## src/design/mrs_defines.svh

```systemverilog
/*
 Constants of the serial request handler: frame layout, function and
 exception codes, check value parameters and silence timing.
 Assumes it is included by its bare name wherever a constant is needed.
*/
`ifndef MRS_DEFINES_SVH
`define MRS_DEFINES_SVH

// Timing: clock rate, default line rate, bits per character
`define MRS_CLK_HZ 250000000
`define MRS_BAUD_DEF 9600
`define MRS_CHAR_BITS 11
// Frame silence is 3.5 character times, held here in tenths
`define MRS_SILENCE_TENTHS 35

// Frame layout
`define MRS_REQ_LEN 8
`define MRS_MIN_LEN 4
`define MRS_ECHO_BODY 6
`define MRS_EXC_BODY 3
`define MRS_RD_HDR 3

// Function and exception codes
`define MRS_FC_READ 8'h03
`define MRS_FC_WRITE 8'h06
`define MRS_FC_EXC_FLAG 8'h80
`define MRS_EXC_FUNC 8'h01
`define MRS_EXC_ADDR 8'h02
`define MRS_EXC_VALUE 8'h03
`define MRS_EXC_FAIL 8'h04

// Station addresses
`define MRS_BROADCAST 8'h00
`define MRS_STATION_MAX 8'hF7

// Check value
`define MRS_CRC_POLY 16'hA001
`define MRS_CRC_INIT 16'hFFFF

// Register window defaults
`define MRS_QTY_MAX 16'h007D
`define MRS_NUM_REGS 256

`endif

```

## src/design/mrs_pkg.sv

```systemverilog
/*
 Types shared by the request handler and its output buffer.
 Assumes mrs_defines.svh is available on the include path.
*/
package mrs_pkg;

    typedef enum logic [4:0] {
        S_RX    = 5'b00001,
        S_EVAL  = 5'b00010,
        S_WRITE = 5'b00100,
        S_FETCH = 5'b01000,
        S_SEND  = 5'b10000
    } mrs_state_t;

    typedef enum logic [2:0] {
        K_EXC  = 3'b001,
        K_ECHO = 3'b010,
        K_READ = 3'b100
    } mrs_kind_t;

    // Request to the holding register store behind the handler
    typedef struct packed {
        logic wr;
        logic [15:0] addr;
        logic [15:0] wdata;
    } mrs_hreq_t;

    // Answer from the holding register store
    typedef struct packed {
        logic ack;
        logic err;
        logic bad_value;
        logic [15:0] rdata;
    } mrs_hrsp_t;

endpackage : mrs_pkg

```

## src/design/mrs_handler.sv

```systemverilog
/*
 Slave-side request handler for a serial RTU link: frames bytes by line
 silence, filters by station, serves read and write holding register
 requests and builds normal, echo and exception responses with check value.
 Assumes a character layer on the same clock that delivers received bytes
 as one-cycle strobes, takes bytes to send with valid/ready and reports
 tx_busy while a character is on the line; a register store answers requests.
*/
`timescale 1ns/1ps
`include "mrs_defines.svh"

// Overview of operation
// - Frames are delimited by at least 3.5 character times of line silence.
// - The first frame byte is the station address, valid range 1 to 247.
// - Only frames matching the own station are answered; others are dropped silently.
// - Only function 03 (read registers) and 06 (write one register) are served.
// - A refused request is answered with function code plus 80 hex and a code.
// - Every frame ends with a two-byte check value, low byte first; a read reply cut short after its first word gets none.
// - The check value covers address, function code and all data bytes.
// - Read reply: address, 03, byte count twice the count, values high first.
// - A successful write is answered by echoing the request frame unchanged.
// - A register count above the limit raises an exception.
// - Code 02 when start address is an invalid register or start plus count exceeds the number of registers.
// - Code 01 when the function code is not supported.
// - Code 03 when a data value is not acceptable to the register.
// - Code 04 when the register store fails on a write or on the first word of a read.
// - Exception reply: address, modified function, one code byte, check value.
// - The own station comes from a setting of range 0 to 31.
module mrs_handler
    import mrs_pkg::*;
#(
    parameter int BAUD = `MRS_BAUD_DEF,
    parameter int NUM_REGS = `MRS_NUM_REGS,
    parameter logic [15:0] QTY_MAX = `MRS_QTY_MAX,
    parameter int BUF_DEPTH = 2,
    parameter longint GAP_CLKS = (longint'(`MRS_CLK_HZ) * `MRS_CHAR_BITS
        * `MRS_SILENCE_TENTHS + longint'(BAUD) * 10 - 1) / (longint'(BAUD) * 10)
)
(
    input wire logic clk_sys,
    input wire logic arst_n,
    input wire logic ce,
    input wire logic [4:0] station_number_setting,
    input wire logic rx_valid,
    input wire logic [7:0] rx_data,
    input wire logic tx_busy,
    output logic tx_valid,
    output logic [7:0] tx_data,
    input wire logic tx_ready,
    output logic hreq_valid,
    output mrs_hreq_t hreq,
    input wire mrs_hrsp_t hrsp
);
    localparam logic [31:0] GAP = 32'(GAP_CLKS);

    if (GAP_CLKS < 1 || GAP_CLKS > 64'h7FFFFFFF || NUM_REGS < 1 || NUM_REGS > 65536
        || QTY_MAX == 16'h0000 || QTY_MAX > 16'h007F)
    begin : g_bad_param
        $error("mrs_handler: parameter out of serviceable range");
    end

    function automatic logic [15:0] crc_step(input logic [15:0] crc, input logic [7:0] b);
        logic [15:0] c;
        c = crc ^ {8'h00, b};
        for (int i = 0; i < 8; i++)
            c = c[0] ? ((c >> 1) ^ `MRS_CRC_POLY) : (c >> 1);
        return c;
    endfunction : crc_step

    // Station setting arrives from outside the clock domain
    logic [4:0] st_meta;
    logic [4:0] st_sync;
    always_ff @(posedge clk_sys or negedge arst_n)
    begin
        if (!arst_n)
        begin
            st_meta <= '0;
            st_sync <= '0;
        end
        else if (ce)
        begin
            st_meta <= station_number_setting;
            st_sync <= st_meta;
        end
    end

    mrs_state_t state, next_state;
    mrs_kind_t kind, next_kind;
    logic sync, next_sync;
    logic [31:0] idle_cnt, next_idle_cnt;
    logic [7:0] frame [`MRS_REQ_LEN];
    logic [7:0] next_frame [`MRS_REQ_LEN];
    logic [3:0] rx_len, next_rx_len;
    logic [15:0] rx_crc, next_rx_crc;
    logic [15:0] tx_crc, next_tx_crc;
    logic [7:0] exc_code, next_exc_code;
    logic [7:0] k, next_k;
    logic [6:0] widx, next_widx;
    logic [15:0] word, next_word;
    logic word_ok, next_word_ok;
    logic next_hreq_valid;
    mrs_hreq_t next_hreq;

    logic push;
    logic in_ready;
    logic buf_empty;
    logic [7:0] cur_byte;
    logic [7:0] body;
    logic silence;
    logic need_fetch;
    logic [15:0] start;
    logic [15:0] qty;
    logic [16:0] span_end;

    mrs_txbuf #(.WIDTH(8), .DEPTH(BUF_DEPTH)) u_txbuf (
        .clk_sys(clk_sys),
        .arst_n(arst_n),
        .ce(ce),
        .in_valid(push),
        .in_data(cur_byte),
        .in_ready(in_ready),
        .out_valid(tx_valid),
        .out_data(tx_data),
        .out_ready(tx_ready),
        .empty(buf_empty)
    );

    assign start = {frame[2], frame[3]};
    assign qty = {frame[4], frame[5]};
    assign span_end = {1'b0, start} + {1'b0, qty};
    assign silence = (idle_cnt == GAP);

    // Response byte selection
    always_comb
    begin
        unique case (kind)
            K_EXC: body = 8'(`MRS_EXC_BODY);
            K_ECHO: body = 8'(`MRS_ECHO_BODY);
            K_READ: body = 8'(`MRS_RD_HDR) + {qty[6:0], 1'b0};
        endcase
        need_fetch = (kind == K_READ) && (k >= 8'(`MRS_RD_HDR)) && (k < body)
            && k[0] && !word_ok;
        if (k == body)
            cur_byte = tx_crc[7:0];
        else if (k == body + 8'h01)
            cur_byte = tx_crc[15:8];
        else
        begin
            unique case (kind)
                K_EXC: cur_byte = (k == 8'h00) ? frame[0] :
                    (k == 8'h01) ? (frame[1] | `MRS_FC_EXC_FLAG) : exc_code;
                K_ECHO: cur_byte = frame[k[2:0]];
                K_READ: cur_byte = (k == 8'h00) ? frame[0] : (k == 8'h01) ? frame[1] :
                    (k == 8'h02) ? {qty[6:0], 1'b0} :
                    (k[0] ? word[15:8] : word[7:0]);
            endcase
        end
        push = (state == S_SEND) && !need_fetch;
    end

    always_comb
    begin
        next_state = state;
        next_kind = kind;
        next_sync = sync;
        next_frame = frame;
        next_rx_len = rx_len;
        next_rx_crc = rx_crc;
        next_tx_crc = tx_crc;
        next_exc_code = exc_code;
        next_k = k;
        next_widx = widx;
        next_word = word;
        next_word_ok = word_ok;
        next_hreq_valid = hreq_valid;
        next_hreq = hreq;

        // Silence counts only while the line is quiet in both directions
        if (rx_valid || tx_busy || !buf_empty || push)
            next_idle_cnt = '0;
        else if (silence)
            next_idle_cnt = idle_cnt;
        else
            next_idle_cnt = idle_cnt + 32'h1;

        if (silence)
            next_sync = 1'b1;
        if (rx_valid && state != S_RX)
            next_sync = 1'b0; // Bytes seen while busy mean a frame already underway

        unique case (state)
            S_RX:
            begin
                if (rx_valid && sync)
                begin
                    if (rx_len < 4'(`MRS_REQ_LEN))
                        next_frame[rx_len[2:0]] = rx_data;
                    if (rx_len <= 4'(`MRS_REQ_LEN))
                        next_rx_len = rx_len + 4'h1;
                    next_rx_crc = crc_step(rx_crc, rx_data);
                end
                else if (silence && rx_len != 4'h0)
                    next_state = S_EVAL;
            end
            S_EVAL:
            begin
                next_rx_len = '0;
                next_rx_crc = `MRS_CRC_INIT;
                next_state = S_SEND;
                next_kind = K_EXC;
                next_k = '0;
                next_tx_crc = `MRS_CRC_INIT;
                next_word_ok = 1'b0;
                next_widx = '0;
                // Residue over data plus check value is zero for a good frame
                if (rx_len < 4'(`MRS_MIN_LEN) || rx_crc != 16'h0000)
                    next_state = S_RX;
                else if (frame[0] == `MRS_BROADCAST || frame[0] > `MRS_STATION_MAX)
                    next_state = S_RX;
                else if (frame[0] != {3'b000, st_sync})
                    next_state = S_RX;
                else if (frame[1] != `MRS_FC_READ && frame[1] != `MRS_FC_WRITE)
                    next_exc_code = `MRS_EXC_FUNC;
                else if (rx_len != 4'(`MRS_REQ_LEN))
                    next_exc_code = `MRS_EXC_VALUE;
                else if (frame[1] == `MRS_FC_READ)
                begin
                    if (qty == 16'h0000 || qty > QTY_MAX)
                        next_exc_code = `MRS_EXC_VALUE;
                    else if (32'(start) >= 32'(NUM_REGS) || 32'(span_end) > 32'(NUM_REGS))
                        next_exc_code = `MRS_EXC_ADDR;
                    else
                    begin
                        next_kind = K_READ;
                        next_state = S_FETCH;
                        next_hreq_valid = 1'b1;
                        next_hreq = '{wr: 1'b0, addr: start, wdata: 16'h0000};
                    end
                end
                else if (32'(start) >= 32'(NUM_REGS))
                    next_exc_code = `MRS_EXC_ADDR;
                else
                begin
                    next_state = S_WRITE;
                    next_hreq_valid = 1'b1;
                    next_hreq = '{wr: 1'b1, addr: start, wdata: qty};
                end
            end
            S_WRITE:
            begin
                if (hrsp.ack)
                begin
                    next_hreq_valid = 1'b0;
                    next_state = S_SEND;
                    if (hrsp.err)
                        next_exc_code = `MRS_EXC_FAIL;
                    else if (hrsp.bad_value)
                        next_exc_code = `MRS_EXC_VALUE;
                    else
                        next_kind = K_ECHO;
                end
            end
            S_FETCH:
            begin
                if (hrsp.ack)
                begin
                    next_hreq_valid = 1'b0;
                    next_widx = widx + 7'h01;
                    next_state = S_SEND;
                    if (hrsp.err || hrsp.bad_value)
                    begin
                        // Header already out after the first word: reply is cut short
                        if (k == 8'h00)
                        begin
                            next_kind = K_EXC;
                            next_exc_code = `MRS_EXC_FAIL;
                        end
                        else
                            next_state = S_RX;
                    end
                    else
                    begin
                        next_word = hrsp.rdata;
                        next_word_ok = 1'b1;
                    end
                end
            end
            S_SEND:
            begin
                if (need_fetch)
                begin
                    next_state = S_FETCH;
                    next_hreq_valid = 1'b1;
                    next_hreq = '{wr: 1'b0, addr: start + {9'h000, widx}, wdata: 16'h0000};
                end
                else if (in_ready)
                begin
                    if (k < body)
                        next_tx_crc = crc_step(tx_crc, cur_byte);
                    if (kind == K_READ && k > 8'(`MRS_RD_HDR) && !k[0])
                        next_word_ok = 1'b0;
                    next_k = k + 8'h01;
                    if (k == body + 8'h01)
                        next_state = S_RX;
                end
            end
        endcase
    end

    always_ff @(posedge clk_sys or negedge arst_n)
    begin
        if (!arst_n)
        begin
            state <= S_RX;
            kind <= K_EXC;
            sync <= 1'b0;
            idle_cnt <= '0;
            for (int i = 0; i < `MRS_REQ_LEN; i++)
                frame[i] <= 8'h00;
            rx_len <= '0;
            rx_crc <= `MRS_CRC_INIT;
            tx_crc <= `MRS_CRC_INIT;
            exc_code <= 8'h00;
            k <= '0;
            widx <= '0;
            word <= 16'h0000;
            word_ok <= 1'b0;
            hreq_valid <= 1'b0;
            hreq <= '0;
        end
        else if (ce)
        begin
            state <= next_state;
            kind <= next_kind;
            sync <= next_sync;
            idle_cnt <= next_idle_cnt;
            frame <= next_frame;
            rx_len <= next_rx_len;
            rx_crc <= next_rx_crc;
            tx_crc <= next_tx_crc;
            exc_code <= next_exc_code;
            k <= next_k;
            widx <= next_widx;
            word <= next_word;
            word_ok <= next_word_ok;
            hreq_valid <= next_hreq_valid;
            hreq <= next_hreq;
        end
    end

endmodule : mrs_handler

```

## src/design/mrs_txbuf.sv

```systemverilog
/*
 Small FIFO between the response generator and the character transmitter.
 Assumes one clock, a clock enable that freezes it, and a power-of-two depth.
*/
`timescale 1ns/1ps
module mrs_txbuf
    import mrs_pkg::*;
#(
    parameter int WIDTH = 8,
    parameter int DEPTH = 2
)
(
    input wire logic clk_sys,
    input wire logic arst_n,
    input wire logic ce,
    input wire logic in_valid,
    input wire logic [WIDTH-1:0] in_data,
    output logic in_ready,
    output logic out_valid,
    output logic [WIDTH-1:0] out_data,
    input wire logic out_ready,
    output logic empty
);
    localparam int AW = (DEPTH > 1) ? $clog2(DEPTH) : 1;

    if (DEPTH < 2 || (DEPTH & (DEPTH - 1)) != 0 || WIDTH < 1)
    begin : g_bad_param
        $error("mrs_txbuf: DEPTH must be a power of two of at least 2");
    end

    logic [WIDTH-1:0] mem [DEPTH];
    logic [AW:0] wptr;
    logic [AW:0] rptr;
    logic [AW:0] next_wptr;
    logic [AW:0] next_rptr;
    logic do_push;
    logic do_pop;

    assign empty = (wptr == rptr);
    assign in_ready = !((wptr[AW] != rptr[AW]) && (wptr[AW-1:0] == rptr[AW-1:0]));
    assign out_valid = !empty;
    assign out_data = mem[rptr[AW-1:0]];

    always_comb
    begin
        do_push = in_valid && in_ready;
        do_pop = out_valid && out_ready;
        next_wptr = do_push ? wptr + 1'b1 : wptr;
        next_rptr = do_pop ? rptr + 1'b1 : rptr;
    end

    always_ff @(posedge clk_sys or negedge arst_n)
    begin
        if (!arst_n)
        begin
            wptr <= '0;
            rptr <= '0;
        end
        else if (ce)
        begin
            wptr <= next_wptr;
            rptr <= next_rptr;
        end
    end

    // Storage has no reset: only entries between the pointers are ever read
    always_ff @(posedge clk_sys)
    begin
        if (ce && do_push)
            mem[wptr[AW-1:0]] <= in_data;
    end

endmodule : mrs_txbuf

```

## config.mk

```make
export PLATFORM = sky130hd
export DESIGN_NAME = mrs_handler
export DESIGN_NICKNAME = d
export VERILOG_FILES = /design/src/design/mrs_pkg.sv /design/src/design/mrs_handler.sv /design/src/design/mrs_txbuf.sv
export VERILOG_INCLUDE_DIRS = /design/src /design/src/design
export SDC_FILE = /design/constraint.sdc
export NUM_CORES = 1
export LEC_CHECK = 0
export BUFFER_PORTS_ARGS = -buffer_cell sky130_fd_sc_hd__buf_4
export CAP_MARGIN = 15
export CORE_MARGIN = 2
export CORE_UTILIZATION = 52
export DETAILED_ROUTE_END_ITERATION = 12
export PLACE_DENSITY_LB_ADDON = 0.25
export REMOVE_ABC_BUFFERS = 1
export SYNTH_ARGS = -nofsm -noshare
export SYNTH_HDL_FRONTEND = slang
export SYNTH_SLANG_ARGS = --single-unit
```

## constraint.sdc

```tcl
create_clock -name clk_sys -period 5 [get_ports clk_sys]
set_input_delay 0.5 -clock clk_sys [delete_from_list [all_inputs] [get_ports clk_sys]]
set_output_delay 0.5 -clock clk_sys [all_outputs]
set_load 0.03 [all_outputs]
```

* Yosys cells after proc, flatten, opt, wreduce, memory -nomap -nowiden *
Memories as Yosys holds them, arrays and structs flattened.
Cells that the tools add are included.

operators by class
  add/subtract/negate cells = 10
  multiply operators = 0
  divide/modulo/power cells = 0
  order comparisons = 13
  equal/unequal tests = 53
  shift-type cells = 0
  multiplexer cells = 131
  bitwise operators = 21
  reduce and logical (&&, ||, !) cells = 59

operators by type and width
  operator                                              number
  two-way mux 33 bit                                    10
  two-way mux 16 bit                                    20
  two-way mux 8 bit                                     28
  two-way mux 5 bit                                     18
  one-hot mux 8 bit (3 select lines)                    3
  one-hot mux 33 bit (2 select lines)                   1
  bitwise mux 64 bit                                    1
  two-way mux 32 bit                                    2
  one-hot mux 16 bit (2 select lines)                   2
  NOT 2 -> 3 bit                                        16
  two-way mux 3 bit                                     14
  inequality test 2 bit (second input constant)         20
  adder 32 x 1 -> 32 bit (second input constant)        1
  == test 32 x 20 -> 1 bit (second input constant)      1
  bitwise XOR 16 x 8 -> 16 bit                          2
  one-hot mux 5 bit (5 select lines)                    1
  binary-select mux 8 bit (select 3 bit)                1
  demux 8 bit (select 3 bit)                            1
  AND reduction 12 bit                                  2
  two-way mux 1 bit                                     20
  inequality test 3 bit (second input constant)         6
  adder 16 x 16 -> 17 bit                               1
  > comparator 17 x 9 -> 1 bit (second input constant)  1
  adder 16 x 7 -> 16 bit                                1
  other kinds (64)                                      114

word-level totals
  register bits after elaboration = 229
  bits in latches = 0
  RAM bits = 16
  bits in read-only memories = 0
  input port bits = 38
  output and inout port bits = 43
  logic and storage cells = 316
  memories = 1

memories
  memory       words  bits a word  rd ports  clocked after memory_dff  wr ports  line             source
  u_txbuf.mem  2      8            1         0                         1         mrs_txbuf.sv:31  logic [WIDTH-1:0] mem [DEPTH];

* Longest topological paths before layout *
  depth in word-level cells = 28
  depth in mapped cells = 18
  depth with buffers taken out = 16

* Modules after synthesis *
From an unflattened synthesis, not the netlist that was laid out.

unflattened totals
  cells, all modules = 1307
  area, all modules = 13745.7 um^2

modules (own cells, without submodules)
  module       instances  cells an instance  area each (um^2)
  mrs_handler  1          1253               12912.4
  mrs_txbuf    1          54                 833.3

* Worst setup path after synthesis *
Ideal clock, no wire load.

  path type = register to register
  start = reg k[0]
  end = reg tx_crc[0]
  data arrival time = 4021 ps
  data required time = 4927 ps
  path slack = 906 ps
  cell stages (with the launch flop) = 19
  buffers on the path = 4
  clock period less this slack = 4094 ps
  path through = dfrtp_1 -> buf_2 -> buf_2 -> buf_2 -> inv_1 -> ha_1 -> clkbuf_1 -> nand3b_1 -> a2111oi_0 -> a21oi_1 -> nand2_1 -> a2bb2oi_1 -> o21ai_1 -> a21o_1 -> a21oi_1 -> xor2_1 -> xnor3_2 -> xnor3_1 -> a21oi_1

on the way
  cells in the longest elaborated chain, start to end = 21
  elaborated cells between the ends (all ways) = 47
  classes of those cells = order compare (2); eq/ne (6); mux (24); bitwise (9); reduce/logical (6)

ends and longest elaborated chain
  item                                                                         line                                    source
  start, declared                                                              mrs_handler.sv:97                       logic [7:0] k, next_k;
  start signal, assigned                                                       mrs_handler.sv:342                      k <= next_k;
  == test 8 x 2 -> 1 bit (tied with other cells)                               mrs_handler.sv:154                      (k == 8'h02) ? {qty[6:0], 1'b0} :
  two-way mux 8 bit or binary-select mux 8 bit (select 3 bit) (tied branches)  mrs_handler.sv:154, mrs_handler.sv:152
  two-way mux 8 bit, on equally long branches (2 in series)                    mrs_handler.sv:153, mrs_handler.sv:152
  one-hot mux 8 bit (3 select lines)                                           mrs_handler.sv:149                      unique case (kind)
  two-way mux 8 bit                                                            mrs_handler.sv:145                      else if (k == body + 8'h01)
  two-way mux 8 bit                                                            mrs_handler.sv:143                      if (k == body)
  bitwise XOR 16 x 8 -> 16 bit                                                 mrs_handler.sv:64                       c = crc ^ {8'h00, b};
  two-way mux 16 bit or NOT 2 -> 3 bit (tied branches) (6 in series)           -
  NOT 2 -> 3 bit (no line) or two-way mux 16 bit (tied branches)               -
  two-way mux 16 bit (2 in series)                                             mrs_handler.sv:66                       c = c[0] ? ((c >> 1) ^ `MRS_CRC_POLY) : (c >> 1);
  two-way mux 16 bit                                                           mrs_handler.sv:298                      if (k < body)
  two-way mux 16 bit                                                           mrs_handler.sv:296                      else if (in_ready)
  two-way mux 16 bit                                                           mrs_handler.sv:290                      if (need_fetch)
  one-hot mux 16 bit (2 select lines)                                          mrs_handler.sv:191                      unique case (state)
  end signal, assigned                                                         mrs_handler.sv:322                      tx_crc <= `MRS_CRC_INIT;
  end signal, assigned                                                         mrs_handler.sv:340                      tx_crc <= next_tx_crc;
  end, declared                                                                mrs_handler.sv:95                       logic [15:0] tx_crc, next_tx_crc;

Several ways; a longest one is shown, not always the timed one. The select of a mux whose other input is x is not followed.
A chain may end at the register's enable or synchronous reset.

* Final worst setup path *
  start = reg frame[16] (netlist name)
  end = reg idle_cnt[29]

on the way
  cells in the longest elaborated chain, start to end = 11
  elaborated cells between the ends (all ways) = 12
  classes of those cells = add/sub (1); order compare (1); eq/ne (1); mux (2); reduce/logical (7)

ends and longest elaborated chain
  item                                      line                source
  start, declared                           mrs_handler.sv:91   logic [7:0] frame [`MRS_REQ_LEN];
  start signal, assigned                    mrs_handler.sv:337  frame <= next_frame;
  adder 2 x 8 -> 8 bit *                    mrs_handler.sv:139  K_READ: body = 8'(`MRS_RD_HDR) + {qty[6:0], 1'b0};
  one-hot mux 8 bit (3 select lines) *      mrs_handler.sv:136  unique case (kind)
  less-than comparator 8 bit *              mrs_handler.sv:141  need_fetch = (kind == K_READ) && (k >= 8'(`MRS_RD_HDR)) && (k < body)
  logical AND 1 bit * (3 in series)         mrs_handler.sv:141
  logical NOT 1 bit *                       mrs_handler.sv:158  push = (state == S_SEND) && !need_fetch;
  logical AND 1 bit *                       mrs_handler.sv:158
  logical OR 1 bit *                        mrs_handler.sv:179  if (rx_valid || tx_busy || !buf_empty || push)
  inequality test 2 x 1 -> 1 bit (no line)  -
  AND reduction 2 bit (no line)             -
  end signal, assigned                      mrs_handler.sv:336  idle_cnt <= next_idle_cnt;
  end, declared                             mrs_handler.sv:90   logic [31:0] idle_cnt, next_idle_cnt;

Mark *: on every way between the ends. The rest lies on a longest branch, timed or not.

==> flow_metrics.py <==
metrics = {
    "global_route": {
        "first_global_vias": 10700,
        "grt.total_usage": 0.259,
        "busiest_layer": "met2",
        "grt-ovfl-total": 0,
        "grt_pass1_wl_microns": 58400,
        "grt_max_degree": 122,
        "gr-usage-met2": 0.419,
        "met1_usage": 0.363,
        "grtUsageMet3": 0.0357,
        "antenna_found_initial": 0,
    },
    "synth": {
        "synth_common_cells": "190 x dfrtp_1, 119 x nor2_1, 114 x nand2_1, 108 x mux2_2",
        "synth.largest_area_cell": "dfrtp_1",
        "synth.top_cell.area_share": 0.340,
        "yosysMostFrequentCell": "dfrtp_1",
        "ys_ff_latch": 240,
        "synth_fa_ha_area_frac": 0.0423,
        "async_flop_share": 0.933,
        "synthCells": 1361,
        "ys.warnings.count": 0,
        "synth_ff_type": "dfrtp_1",
        "synth-simple-area-share": 0.155,
        "synth_xor_area_frac": 0.0769,
        "synth_top_family_by_area": "simple AND/OR/NAND/NOR gates",
        "synth-compound-area-share": 0.132,
        "syn_area_sq_mm": 0.0140,
        "syn_area_per_cell_sq_um": 10.3,
        "seq_area_frac_synth": 0.439,
        "synthTopCellsByArea": "dfrtp_1 34%, mux2_2 8.7%, dfstp_2 6.4%",
        "synth-edff-count": 16,
        "yosys.cell_types.count": 87,
        "synthMuxAreaShare": 0.130,
    },
    "min_path": {
        "hold_path.class": "input port to async pin",
    },
    "setup_path": {
        "crit_slowest_cell": "nor4_1",
        "worst_ep_arrival_time_ns": 4.78,
        "crit_type": "flop to flop",
        "critPathLaunchType": "flop",
        "endpoint_kind": "flop",
        "r2r_setup_slack_ns": 0.61,
        "crit_chain": "ha_1, nand2_1, or3_1, a21o_1, ha_1, nand4_1, o21bai_1, a31oi_1, o41ai_1, a211o_1, nor4_1, nand3_1, xor2_1, nor2_1",
        "required_ns": 5.38,
        "reg2reg_to": "idle_cnt[29]$_DFFE_PN0P_",
        "cp-startpoint": "frame[16]$_DFFE_PN0P_",
        "critPathMostFrequentCell": "ha_1",
        "path_depth": 14,
        "path_buf_inv": 0,
        "regToRegStartpoint": "frame[16]$_DFFE_PN0P_",
        "path_max_fanout": 11,
        "cp_top_family": "simple AND/OR/NAND/NOR gates",
        "max_stage_delay_ns": 0.75,
        "ff2ff_path_depth": 14,
    },
    "place": {
        "port_buffers": 80,
        "gp_congestion": 0.909,
        "dp.cells": 1744,
        "hpwl_microns": 25700,
    },
    "sta": {
        "finalCritPeriodShare": 0.879,
        "max_freq_mhz": 228,
        "finalSetupTns_ns": 0,
        "hold_viol": 0,
        "tightest_slew_ns": 1.12,
        "skew_ns": 0.0139,
        "slew_violations": 0,
        "fin_hold_ws_ns": 0.0516,
        "period_minus_slack_ns": 4.39,
        "setup_viol": 0,
        "rsz0062_at_grt": "false",
        "relSlewSlack": 0.245,
    },
    "floorplanning": {
        "fp.dieW_microns": 168,
        "top_level_ports": 81,
        "die_area_sq_mm": 0.0282,
        "initial_core_util": 0.524,
        "core_sq_mm": 0.0267,
        "die_h_microns": 168,
        "row_count": 60,
    },
    "detailed_routing": {
        "drtIter0Drc": 893,
        "vias": 10800,
        "wl_microns": 35900,
        "via_per_inst": 5.99,
        "detail-route-antenna-nets": 0,
        "drcViolationCount": 0,
        "avgRoutedWirePerCell_microns": 20.0,
        "dr.pass1.iters": 7,
    },
    "final_layout": {
        "syn2layout_area_growth_pct": 14.1,
        "n_antenna_cell": 0,
        "num-nets-final": 1518,
        "final_cells": 1796,
        "final_core_util": 0.598,
        "layout-drive-gt1-share": 0.232,
    },
    "clock_tree": {
        "post-cts-setup-buffer-count": 0,
        "cts.sink_count": 240,
        "cts_buffer_depth": 3,
        "clk_latency_ns": 0.55,
        "cts_tree": "done",
        "htree_levels": 1,
        "cts_resized": 0,
        "path_clk_slew_ns": 0.06,
        "cts_buffers": 27,
        "hold_buffers": 0,
        "root_buffer": "clkbuf_16",
    },
    "run": {
        "drv_cap": 0,
    },
    "pwr": {
        "ir_drop_mv": 0.394,
        "p_total_mw": 5.33,
        "power.density_mw_per_mm2": 334,
        "p_leak_nw": 7.25,
    },
    "outcome": {
        "outcome": "completed",
    },
}
==> power breakdown <==
part	leakage (nW)	internal, mW	total [mW]	switching (mW)
registers	3.15	2.12	2.25	0.121
clock network	0.477	1.35	2.20	0.849
logic	3.62	0.354	0.885	0.530
==> layer usage <==
| metal | vias to the layer above | routed length (microns) |
|---|---|---|
| met4 | 0 | 1290 |
| met3 | 100 | 1890 |
| met1 | 5255 | 16000 |
| met2 | 329 | 16700 |
| li1 | 5077 | - |
| met5 | - | 0 |
==> per-stage QoR <==
stage | cell area [sq um] | setup slack [ns]
finish | 15900 | 0.606
global route | 15900 | 0.318
CTS | 15900 | 0.596
detailed placement | 14900 | 0.715
global placement | 14900 | 0.838
floorplan | 13700 | 0.776
==> worst reg2reg max path: stages (launching register included) <==
cell	delay [ns]
dfrtp_1	0.54
ha_1	0.34
nand2_1	0.09
or3_1	0.37
a21o_1	0.21
ha_1	0.29
nand4_1	0.15
o21bai_1	0.22
a31oi_1	0.22
o41ai_1	0.15
a211o_1	0.41
nor4_1	0.75
nand3_1	0.21
xor2_1	0.23
nor2_1	0.06
==> sequential cells by signal (all words and copies together), names as in the netlist, 7 cells and up <==
| signal | cells |
|---|---|
| frame | 64 |
| hreq | 33 |
| rx_crc | 16 |
| idle_cnt | 32 |
| u_txbuf.mem | 16 |
| word | 16 |
| widx | 7 |
| tx_crc | 16 |
| k | 8 |
==> cells by family after synthesis <==
kind of cell	after synthesis
compound gates	281
flops	240
buf+inv	91
mux	148
fa+ha+maj	46
xor+xnor	114
simple gates	441
==> worst max path at each step <==
stage	end	slack, ns
6_report	idle_cnt[29]$_DFFE_PN0P_	0.61
5_1_grt	idle_cnt[29]$_DFFE_PN0P_	0.32
4_1_cts	idle_cnt[29]$_DFFE_PN0P_	0.60
3_5_place_dp	idle_cnt[31]$_DFFE_PN0P_	0.71
3_3_place_gp	idle_cnt[31]$_DFFE_PN0P_	0.84
2_1_floorplan	tx_crc[0]$_DFFE_PN1P_	0.78
==> layout make-up <==
type                       instances  area [sq um]
fill                            2241         10700
clock buffer                      31           721
inverter                          28           105
clock inverter                    19           269
timing repair buffer             107           806
tap                              341           427
multi-input combinational       1030          7490
sequential                       240          6130
==> cells in the final DEF, fill, tap and decap left out, drive strengths merged, types with 28 or more instances in the layout <==
cell	count
a21oi	71
buf	106
clkbuf	32
dfrtp	190
dfstp	34
ha	44
inv	28
mux2	108
nand2	115
nand3	48
nor2	119
nor3	28
o21ai	85
xnor2	50
xor2	61
No activity file was read; power rests on OpenSTA's default activity.
